==> src/dpm_pkg.sv <==
// package: constants and types for the dual-port memory port controller
package dpm_pkg;
    localparam int ADDR_W = 17;
    localparam int DATA_W = 8;
    // strobe timing at 100 MHz
    localparam int CLK_PERIOD_NS = 10;
    localparam int SETUP_NS      = 5;   // address/data ahead of strobe
    localparam int PULSE_NS      = 40;  // write or read strobe width
    localparam int FLAG_PULSE_NS = 15;  // flag_update_pulse minimum
    localparam int RECOVER_NS    = 15;  // gap before next access
    localparam int SETUP_CYC   = (SETUP_NS + CLK_PERIOD_NS - 1) / CLK_PERIOD_NS;
    localparam int PULSE_CYC   = (PULSE_NS + CLK_PERIOD_NS - 1) / CLK_PERIOD_NS;
    localparam int FLAG_CYC    =
        (FLAG_PULSE_NS + CLK_PERIOD_NS - 1) / CLK_PERIOD_NS;
    localparam int RECOVER_CYC =
        (RECOVER_NS + CLK_PERIOD_NS - 1) / CLK_PERIOD_NS;
    localparam int CNT_W = 4;
    localparam logic [DATA_W-1:0] FLAG_TAKE = 8'h00;
    localparam logic [DATA_W-1:0] FLAG_FREE = 8'hFF;

    // user command codes
    typedef enum logic [2:0] {
        DPM_CMD_READ  = 3'h0,
        DPM_CMD_WRITE = 3'h1,
        DPM_CMD_TAKE  = 3'h2,  // request flag, report grant
        DPM_CMD_FREE  = 3'h3,  // release flag
        DPM_CMD_FLAG  = 3'h4   // read flag state only
    } dpm_cmd_t;

    typedef struct packed {
        dpm_cmd_t            cmd;
        logic [ADDR_W-1:0]   addr;
        logic [DATA_W-1:0]   data;
    } dpm_req_t;

    // pins toward one device port, all active-low strobes except rw
    typedef struct packed {
        logic [ADDR_W-1:0]   addr;
        logic                sel_n;
        logic                rw;
        logic                oe_n;
        logic                flag_select_n;
    } dpm_pins_t;

    localparam dpm_pins_t PINS_IDLE = '{addr: '0, sel_n: 1'b1, rw: 1'b1,
                                        oe_n: 1'b1, flag_select_n: 1'b1};
endpackage

==> src/dpm_host.sv <==
// host-side controller that drives one port of the dual-port memory
`timescale 1ns/1ps
`default_nettype none
module dpm_host
    import dpm_pkg::*;
(
    input  wire logic              ref_clk_in,   // 100 MHz clock
    input  wire logic              rst_in,       // async reset, active high
    input  wire dpm_req_t          req_in,       // command, address, data
    input  wire logic              req_valid_in, // request offered
    output logic                   req_ready_out, // idle, request taken
    output logic                   done_out,     // one-cycle completion
    output logic [DATA_W-1:0]      rdata_out,    // read data or flag value
    output logic                   granted_out,  // take command won flag
    output dpm_pins_t              pins_out,     // strobes and address
    output logic [DATA_W-1:0]      data_out,     // data pin output value
    output logic                   data_oe_out,  // high while host drives
    input  wire logic [DATA_W-1:0] data_in       // data pin level
);
    typedef enum logic [4:0] {
        ST_IDLE  = 5'b00001,
        ST_SETUP = 5'b00010,
        ST_PULSE = 5'b00100,
        ST_RECOV = 5'b01000,
        ST_CHECK = 5'b10000
    } dpm_state_t;

    dpm_state_t        state_q, state_d;
    dpm_req_t          req_q, req_d;
    dpm_pins_t         pins_q, pins_d;
    logic [CNT_W-1:0]  cnt_q, cnt_d;
    logic [DATA_W-1:0] wdata_q, wdata_d, rdata_q, rdata_d;
    logic              oe_q, oe_d, done_q, done_d, grant_q, grant_d;
    logic [DATA_W-1:0] din_s1_q, din_s2_q;

    // data pins come from another timing domain: two flops first
    always_ff @(posedge ref_clk_in or posedge rst_in) begin
        if (rst_in) begin
            din_s1_q <= '0;
            din_s2_q <= '0;
        end else begin
            din_s1_q <= data_in;
            din_s2_q <= din_s1_q;
        end
    end

    // sequencer next values
    always_comb begin
        state_d = state_q;
        req_d   = req_q;
        pins_d  = pins_q;
        cnt_d   = cnt_q;
        wdata_d = wdata_q;
        rdata_d = rdata_q;
        oe_d    = oe_q;
        done_d  = 1'b0;
        grant_d = grant_q;
        case (state_q)
            ST_IDLE: begin
                // all strobes parked high: rw high while address moves
                pins_d = PINS_IDLE;
                pins_d.addr = pins_q.addr;
                if (req_valid_in) begin
                    req_d = req_in;
                    // address set while every strobe is released
                    pins_d.addr = req_in.addr;
                    cnt_d = CNT_W'(SETUP_CYC);
                    state_d = ST_SETUP;
                    case (req_in.cmd)
                        DPM_CMD_WRITE: wdata_d = req_in.data;
                        // a zero write requests the flag
                        DPM_CMD_TAKE: wdata_d = FLAG_TAKE;
                        DPM_CMD_FREE: wdata_d = FLAG_FREE;
                        default: wdata_d = wdata_q;
                    endcase
                end
            end
            ST_SETUP: begin
                if (cnt_q > CNT_W'(1)) begin
                    cnt_d = cnt_q - CNT_W'(1);
                end else begin
                    // select and rw fall together, so device outputs
                    // stay off and the host may drive at once
                    case (req_q.cmd)
                        DPM_CMD_READ: begin
                            pins_d.sel_n = 1'b0;
                            pins_d.oe_n  = 1'b0;
                        end
                        DPM_CMD_WRITE: begin
                            pins_d.sel_n = 1'b0;
                            pins_d.rw    = 1'b0;
                            oe_d         = 1'b1;
                        end
                        DPM_CMD_FLAG: begin
                            // explicit strobe refreshes flag value
                            pins_d.flag_select_n = 1'b0;
                            pins_d.oe_n          = 1'b0;
                        end
                        default: begin
                            // sel_n stays high: flag write only
                            pins_d.flag_select_n = 1'b0;
                            pins_d.rw            = 1'b0;
                            oe_d                 = 1'b1;
                        end
                    endcase
                    // every read, flag reads too, gets the long pulse:
                    // the two sync flops must settle before release
                    cnt_d = (req_q.cmd == DPM_CMD_TAKE ||
                             req_q.cmd == DPM_CMD_FREE) ?
                            CNT_W'(FLAG_CYC) : CNT_W'(PULSE_CYC);
                    state_d = ST_PULSE;
                end
            end
            ST_PULSE: begin
                if (cnt_q > CNT_W'(1)) begin
                    cnt_d = cnt_q - CNT_W'(1);
                end else begin
                    // sample through sync (pins held steady two cycles)
                    rdata_d = din_s2_q;
                    // all strobes rise together; data stays one cycle
                    pins_d = PINS_IDLE;
                    pins_d.addr = pins_q.addr;
                    cnt_d = CNT_W'(RECOVER_CYC);
                    state_d = ST_RECOV;
                end
            end
            ST_RECOV: begin
                oe_d = 1'b0;                            // hold past release
                if (cnt_q > CNT_W'(1)) begin
                    cnt_d = cnt_q - CNT_W'(1);
                end else if (req_q.cmd == DPM_CMD_TAKE) begin
                    // read back the flag, sel_n still high
                    req_d.cmd = DPM_CMD_FLAG;
                    cnt_d = CNT_W'(SETUP_CYC);
                    state_d = ST_CHECK;
                end else begin
                    done_d  = 1'b1;
                    state_d = ST_IDLE;
                end
            end
            ST_CHECK: begin
                // flag read-back follows the normal setup path
                state_d = ST_SETUP;
            end
            default: begin
                state_d = ST_IDLE;
                pins_d  = PINS_IDLE;
                oe_d    = 1'b0;
            end
        endcase
        // every completed flag read, take read-back or standalone, reports grant on zero;
        // no array arbitration, so software guards shared cells by it
        if (state_q == ST_RECOV && cnt_q <= CNT_W'(1) &&
            req_q.cmd == DPM_CMD_FLAG) begin
            grant_d = (rdata_q[0] == 1'b0);
        end
    end

    // sequencer registers
    always_ff @(posedge ref_clk_in or posedge rst_in) begin
        if (rst_in) begin
            state_q <= ST_IDLE;
            req_q   <= '0;
            pins_q  <= PINS_IDLE;
            cnt_q   <= '0;
            wdata_q <= '0;
            rdata_q <= '0;
            oe_q    <= 1'b0;
            done_q  <= 1'b0;
            grant_q <= 1'b0;
        end else begin
            state_q <= state_d;
            req_q   <= req_d;
            pins_q  <= pins_d;
            cnt_q   <= cnt_d;
            wdata_q <= wdata_d;
            rdata_q <= rdata_d;
            oe_q    <= oe_d;
            done_q  <= done_d;
            grant_q <= grant_d;
        end
    end

    // ready is registered so the port stays flop-driven
    logic ready_q;
    always_ff @(posedge ref_clk_in or posedge rst_in) begin
        if (rst_in) begin
            ready_q <= 1'b1;
        end else begin
            ready_q <= (state_d == ST_IDLE) && !(state_q == ST_IDLE &&
                                                 req_valid_in);
        end
    end

    // outputs straight from flops
    assign req_ready_out = ready_q;
    assign done_out      = done_q;
    assign rdata_out     = rdata_q;
    assign granted_out   = grant_q;
    assign pins_out      = pins_q;
    assign data_out      = wdata_q;
    assign data_oe_out   = oe_q;
endmodule
`default_nettype wire

==> config.mk <==
export PLATFORM = sky130hd
export DESIGN_NAME = dpm_host
export DESIGN_NICKNAME = d
export VERILOG_FILES = /design/src/dpm_pkg.sv /design/src/dpm_host.sv
export SDC_FILE = /design/constraint.sdc
export NUM_CORES = 1
export LEC_CHECK = 0
export ABC_AREA = 0
export BUFFER_PORTS_ARGS = -buffer_cell sky130_fd_sc_hd__buf_2
export CAP_MARGIN = 15
export CORE_AREA = 2 2 91 93
export CTS_CLUSTER_SIZE = 14
export DETAILED_ROUTE_END_ITERATION = 6
export DIE_AREA = 0 0 93 95
export PLACE_DENSITY_LB_ADDON = 0.08
export SYNTH_ARGS = -nofsm -noshare
export SYNTH_HDL_FRONTEND = slang
export SYNTH_SLANG_ARGS = --single-unit
==> constraint.sdc <==
create_clock -name ref_clk_in -period 2.1 [get_ports ref_clk_in]
set_input_delay 0 -clock ref_clk_in [delete_from_list [all_inputs] [get_ports ref_clk_in]]
set_output_delay 0 -clock ref_clk_in [all_outputs]
set_load 0.1 [all_outputs]
Yosys cells after proc, flatten, opt, wreduce, memory -nomap -nowiden
Cells that the tools add are included.
{"block": "classes", "addsub": 1, "n_lt_le_gt_ge": 2, "n_eq_ne": 23, "mux": 33, "n_bitwise": 6, "reduce_logical": 26}
{"op": "$pmux W17 S3", "count": 1}
{"op": "$mux W28", "count": 1}
{"op": "$mux W4", "count": 7}
{"op": "$mux W5", "count": 5}
{"op": "$pmux W5 S5", "count": 1}
{"op": "$pmux W8 S3", "count": 1}
{"op": "$reduce_and A4 Y1", "count": 5}
{"op": "$ne A2 B2 Y1 const B", "count": 9}
{"op": "$mux W17", "count": 1}
{"op": "$pmux W4 S4", "count": 1}
{"op": "$eq A3 B2 Y1 const B", "count": 4}
{"op": "$pmux W4 S3", "count": 1}
{"op": "$reduce_and A3 Y1", "count": 4}
{"op": "$eq A5 B1 Y1 const B", "count": 2}
{"op": "$mux W1", "count": 9}
{"op": "$mux W3", "count": 3}
{"op": "$eq A3 B1 Y1 const B", "count": 2}
{"op": "$not A1 Y1", "count": 6}
{"op": "$pmux W3 S2", "count": 1}
{"op": "$reduce_or A2 Y1", "count": 3}
{"op": "$reduce_or A3 Y1", "count": 2}
{"op": "$eq A5 B2 Y1 const B", "count": 1}
{"op": "$eq A5 B3 Y1 const B", "count": 1}
{"op": "$eq A5 B4 Y1 const B", "count": 1}
{"op": "15 further kinds", "count": 19}
{"block": "word_totals", "reg_bits": 94, "inputBits": 39, "out_inout_bits": 41, "elab_cells": 109}

Logic depth before layout (Yosys ltp)
{"block": "logic_depth", "word_depth": 6, "mapped_depth": 8, "depth_no_buf": 8}

Least setup slack after synthesis
OpenSTA, ideal clock, no wires.
{"block": "synth_path", "path_kind": "reg2reg", "startpoint": "reg cnt_q[0]", "endpoint": "reg cnt_q[1]", "setup_ns": 0.132, "arrival_time_ns": 1.592, "t_required_ns": 1.968, "path_slack_ns": 0.376, "path_stages_with_launch": 9, "path_buffers": 0, "period_less_slack_ns": 1.724, "cell_sequence": "dfrtp_1 -> inv_1 -> ha_1 -> o21ai_1 -> nor2_1 -> o21ai_1 -> inv_2 -> a21oi_1 -> o32ai_1"}
{"block": "synth_between", "elab_chain_len": 3, "elab_cells_between_ends": 8, "classes_between": "add/sub: 1; order compare: 1; eq/ne: 1; mux: 4; reduce/logical: 1"}
{"element": "start, declared", "line_no": "dpm_host.sv:31", "source": "logic [CNT_W-1:0] cnt_q, cnt_d;"}
{"element": "start signal, assigned", "line_no": "dpm_host.sv:175", "source": "cnt_q <= cnt_d;"}
{"element": "$sub A4 B1 Y4 / $gt A4 B1 Y1 (equally long branches)"}
{"element": "$mux W4 (tied with other cells)", "line_no": "dpm_host.sv:129", "source": "if (cnt_q > CNT_W'(1)) begin"}
{"element": "$pmux W4 S4 / $reduce_and A3 Y1 (equally long branches)"}
Several ways; a longest one is shown, not always the timed one.
A chain may end at the register's enable or synchronous reset.

Worst setup path after layout
{"block": "layout_path", "startpoint": "reg cnt_q[1]", "endpoint": "reg req_q[26] (netlist bit)"}
{"block": "layout_between", "elab_chain_len": 3}
{"element": "$gt A4 B1 Y1", "line_no": "dpm_host.sv:129"}
{"element": "$ne A2 B2 Y1 (no line)"}
{"element": "$reduce_and A4 Y1 (no line)"}
{"element": "end signal, assigned", "line_no": "dpm_host.sv:173", "source": "req_q <= req_d;"}
{"element": "end, declared", "line_no": "dpm_host.sv:29", "source": "dpm_req_t req_q, req_d;"}
Every way passes these cells.

==> impl_metrics.sql <==
INSERT INTO impl_metrics (metric_group, metric, value, unit) VALUES
('setup_path', 'timing.critical_path.arrival', '2.08', 'ns'),
('route', 'wl_per_cell', '13.7', 'um'),
('layout', 'num-nets-final', '396', ''),
('placed_design', 'dp_hpwl', '4210', 'um'),
('sta', 'worst_slack', '0.256', 'ns'),
('logic_synthesis', 'yosys.cell_count.top_type', 'sky130_fd_sc_hd__dfrtp_1', ''),
('route', 'drtIter0Drc', '85', ''),
('logic_synthesis', 'count_of_flip_flops_with_a_built_in_enable_after_synthesis', '0', ''),
('logic_synthesis', 'synth_commonest_cells', 'sky130_fd_sc_hd__dfrtp_1 (63), sky130_fd_sc_hd__nor2_1 (23), sky130_fd_sc_hd__a22o_1 (18)', ''),
('global_route', 'grt_pass1_vias', '2160', ''),
('logic_synthesis', 'ys_seq_elements', '69', ''),
('sta', 'setup-tns-final', '0', 'ns'),
('route', 'first_pass_iters', '4', ''),
('logic_synthesis', 'ys_types', '43', ''),
('setup_path', 'start_kind', 'flip-flop', ''),
('global_route', 'global_route_wire_length_before_repair', '10500', 'um'),
('global_route', 'grt_antenna_before_repair', '0', ''),
('sta', 'fin_worst_skew', '0.00704', 'ns'),
('cts', 'cts_repair_resize_count', '0', ''),
('route', 'postRouteAntennaNets', '0', ''),
('sta', 'slew_viol_final', '0', ''),
('layout', 'drive_above_1_share', '0.347', ''),
('logic_synthesis', 'synth.yosys.seq_area_share', '0.625', ''),
('placed_design', 'numPortBuffers', '79', ''),
('global_route', 'grt-ovfl-total', '0', ''),
('placed_design', 'routabilityCongestion', '0.825', ''),
('cts', 'worst_setup_hold_path_clk_slew', '0.07', 'ns'),
('logic_synthesis', 'synthArstFlopShare', '1.00', ''),
('logic_synthesis', 'yosys_warnings', '0', ''),
('global_route', 'grtUsageTotal', '0.154', ''),
('outcome', 'outcome', 'complete, no violations', ''),
('sta', 'clock.fmax', '542', 'MHz'),
('floorplanning', 'initial_core_util', '0.350', ''),
('job', 'max_cap_violations', '0', ''),
('logic_synthesis', 'synth_top_area_cell', 'sky130_fd_sc_hd__dfrtp_1', ''),
('route', 'drcViolationCount', '0', ''),
('cts', 'tritoncts_num_sinks', '69', ''),
('logic_synthesis', 'yosys-top-cells-area', 'sky130_fd_sc_hd__dfrtp_1 (57%), sky130_fd_sc_hd__dfstp_2 (5.7%), sky130_fd_sc_hd__a22o_1 (5.7%), sky130_fd_sc_hd__mux2_2 (3.2%), sky130_fd_sc_hd__nor2_1 (3.1%)', ''),
('logic_synthesis', 'synth_nets', '272', ''),
('cts', 'clkLatencyLatePin', '0.34', 'ns'),
('floorplanning', 'width_of_the_chip', '93', 'um'),
('sta', 'rsz_0062_raised_after_global_routing', 'false', ''),
('logic_synthesis', 'synth_simple_gate_area_frac', '0.130', ''),
('global_route', 'grt_max_degree', '43', ''),
('logic_synthesis', 'netlist_instances', '231', ''),
('placed_design', 'dpl_worst_slack', '0.250', 'ns'),
('floorplanning', 'die-area', '8840', 'um2'),
('layout', 'synthToLayoutAreaGrowth', '41.6', '%'),
('cts', 'h_tree_depth', '3', ''),
('route', 'drt-total-wl', '6370', 'um'),
('route', 'routed-via-count', '2225', ''),
('logic_synthesis', 'post_synth_fa_ha_maj_area_fraction', '0.00901', ''),
('hold_path', 'worst_hold_path_type', 'input port to flip-flop', ''),
('layout', 'finish.utilization', '0.496', ''),
('cts', 'cts_root_buf', 'sky130_fd_sc_hd__clkbuf_8', ''),
('floorplanning', 'fp.coreArea', '7930', 'um2'),
('layout', 'n_antenna_cell', '0', ''),
('setup_path', 'worstSetupEndpointType', 'flip-flop', ''),
('floorplanning', 'die_h', '95', 'um'),
('sta', 'worst_slew_pin_slew', '0.594', 'ns'),
('setup_path', 'critical_path_peak_fanout', '8', ''),
('logic_synthesis', 'synth.cell_area', '2780', 'um2'),
('logic_synthesis', 'synth_area_per_cell', '12.0', 'um2'),
('floorplanning', 'rows', '33', ''),
('setup_path', 'cp_data_required_time', '2.33', 'ns'),
('logic_synthesis', 'synthFlopType', 'sky130_fd_sc_hd__dfrtp_1', ''),
('sta', 'period_share', '0.878', ''),
('route', 'post_drt_via_cell_ratio', '4.78', ''),
('cts', 'clockBufferDepth', '2', ''),
('sta', 'finalSetupViolCount', '0', ''),
('logic_synthesis', 'yosys.area_share.xor_xnor', '0.00631', '');
==> timing repair <==
item	in CTS	in global routing
hold endpoints to repair	60	0
setup buffers	0	0
hold buffers	36	0
==> worst paths after layout <==
path,startpoint,end,cells after the start,slack (ns)
setup / recovery,cnt_q[1],req_q[26],6,0.26
hold / removal,req_in[26],data_out[0],3,0.05
setup reg to reg,cnt_q[1],req_q[26],6,0.26
hold reg to reg,din_s1_q[4],din_s2_q[4],0,0.35
max in group asynchronous,rst_in,pins_out[3],4,1.12
min in group asynchronous,rst_in,din_s1_q[5],3,0.27
==> registers in the layout, indices dropped and copies added, names as in the netlist <==
signal and cells:
rdata_out 8, done_out 1, granted_out 1, data_out 8, pins_out 21, cnt_q 4
req_ready_out 1, din_s2_q 8, req_q 3, data_oe_out 1, state_q 5, din_s1_q 8
==> through the flow <==
step / instance area, um2 / cells / hold WS [ns]
floorplan: 2780 / 231 / 0.0314
global placement: 3330 / 413 / 0.108
detailed placement: 3330 / 413 / 0.102
CTS: 3930 / 465 / 0.0305
global route: 3930 / 465 / 0.0541
finish: 3930 / 465 / 0.0456
==> critical path, stage by stage, from the launching register on <==
cell,delay (ns)
sky130_fd_sc_hd__dfrtp_1,0.40
sky130_fd_sc_hd__inv_1,0.10
sky130_fd_sc_hd__ha_1,0.22
sky130_fd_sc_hd__o21a_2,0.24
sky130_fd_sc_hd__a21oi_1,0.08
sky130_fd_sc_hd__or4b_1,0.50
sky130_fd_sc_hd__a22o_1,0.19
==> routing by layer <==
layer  vias to the layer above  track usage  wire length, um
li1                       1080            -                -
met3                         7       0.0391              306
met4                         0       0.0735               72
met1                      1081        0.208             3040
met2                        57        0.233             2950
met5                         -            0                0
==> cell type report <==
type | count | area (um2)
Inverter | 8 | 30.0
Clock inverter | 7 | 121
Fill cell | 743 | 4000
Sequential cell | 69 | 1730
Multi-Input combinational cell | 143 | 955
Tap cell | 105 | 131
Clock buffer | 9 | 124
Timing Repair Buffer | 124 | 836
==> logic make-up (layout without fill, tap and decap cells) <==
| family | Yosys count | after routing |
|---|---|---|
| AND/OR/NAND/NOR | 71 | 71 |
| XOR/XNOR | 2 | 2 |
| multiplexers | 9 | 9 |
| buffers and inverters | 19 | 148 |
| AO/OA/AOI/OAI | 59 | 59 |
| flip-flops | 69 | 69 |
| adder cells (fa/ha/maj) | 2 | 2 |
==> cells in the final DEF, fill, tap and decap left out, types with 2 or more instances in the layout <==
cell type | Yosys | layout
sky130_fd_sc_hd__buf_2 | 7 | 79
sky130_fd_sc_hd__dfrtp_1 | 63 | 63
sky130_fd_sc_hd__dlygate4sd3_1 | 0 | 36
sky130_fd_sc_hd__nor2_1 | 23 | 23
sky130_fd_sc_hd__a22o_1 | 18 | 18
sky130_fd_sc_hd__nand2_1 | 15 | 15
sky130_fd_sc_hd__nand3_1 | 10 | 10
sky130_fd_sc_hd__clkbuf_8 | 0 | 9
sky130_fd_sc_hd__mux2_2 | 8 | 8
sky130_fd_sc_hd__buf_4 | 0 | 8
sky130_fd_sc_hd__o2bb2ai_1 | 7 | 7
sky130_fd_sc_hd__a21oi_1 | 7 | 7
sky130_fd_sc_hd__o21ai_0 | 6 | 6
sky130_fd_sc_hd__inv_1 | 7 | 6
sky130_fd_sc_hd__dfstp_2 | 6 | 6
sky130_fd_sc_hd__o21ai_1 | 5 | 5
sky130_fd_sc_hd__nand2b_1 | 4 | 4
sky130_fd_sc_hd__nand3b_1 | 4 | 4
sky130_fd_sc_hd__nor4_1 | 3 | 3
sky130_fd_sc_hd__bufinv_16 | 0 | 3
sky130_fd_sc_hd__xor2_1 | 2 | 2
sky130_fd_sc_hd__or2_1 | 2 | 2
sky130_fd_sc_hd__nor3_1 | 2 | 2
sky130_fd_sc_hd__nor2b_1 | 2 | 2
sky130_fd_sc_hd__inv_2 | 1 | 2
sky130_fd_sc_hd__o211ai_1 | 2 | 2
sky130_fd_sc_hd__a32o_1 | 2 | 2
sky130_fd_sc_hd__o22a_1 | 2 | 2
sky130_fd_sc_hd__o31ai_1 | 2 | 2
sky130_fd_sc_hd__ha_1 | 2 | 2
sky130_fd_sc_hd__clkinv_4 | 0 | 2
Power is left out: the tool's default activity adds up to more than one toggle a clock period on the data nets, which glitch-free logic cannot reach.
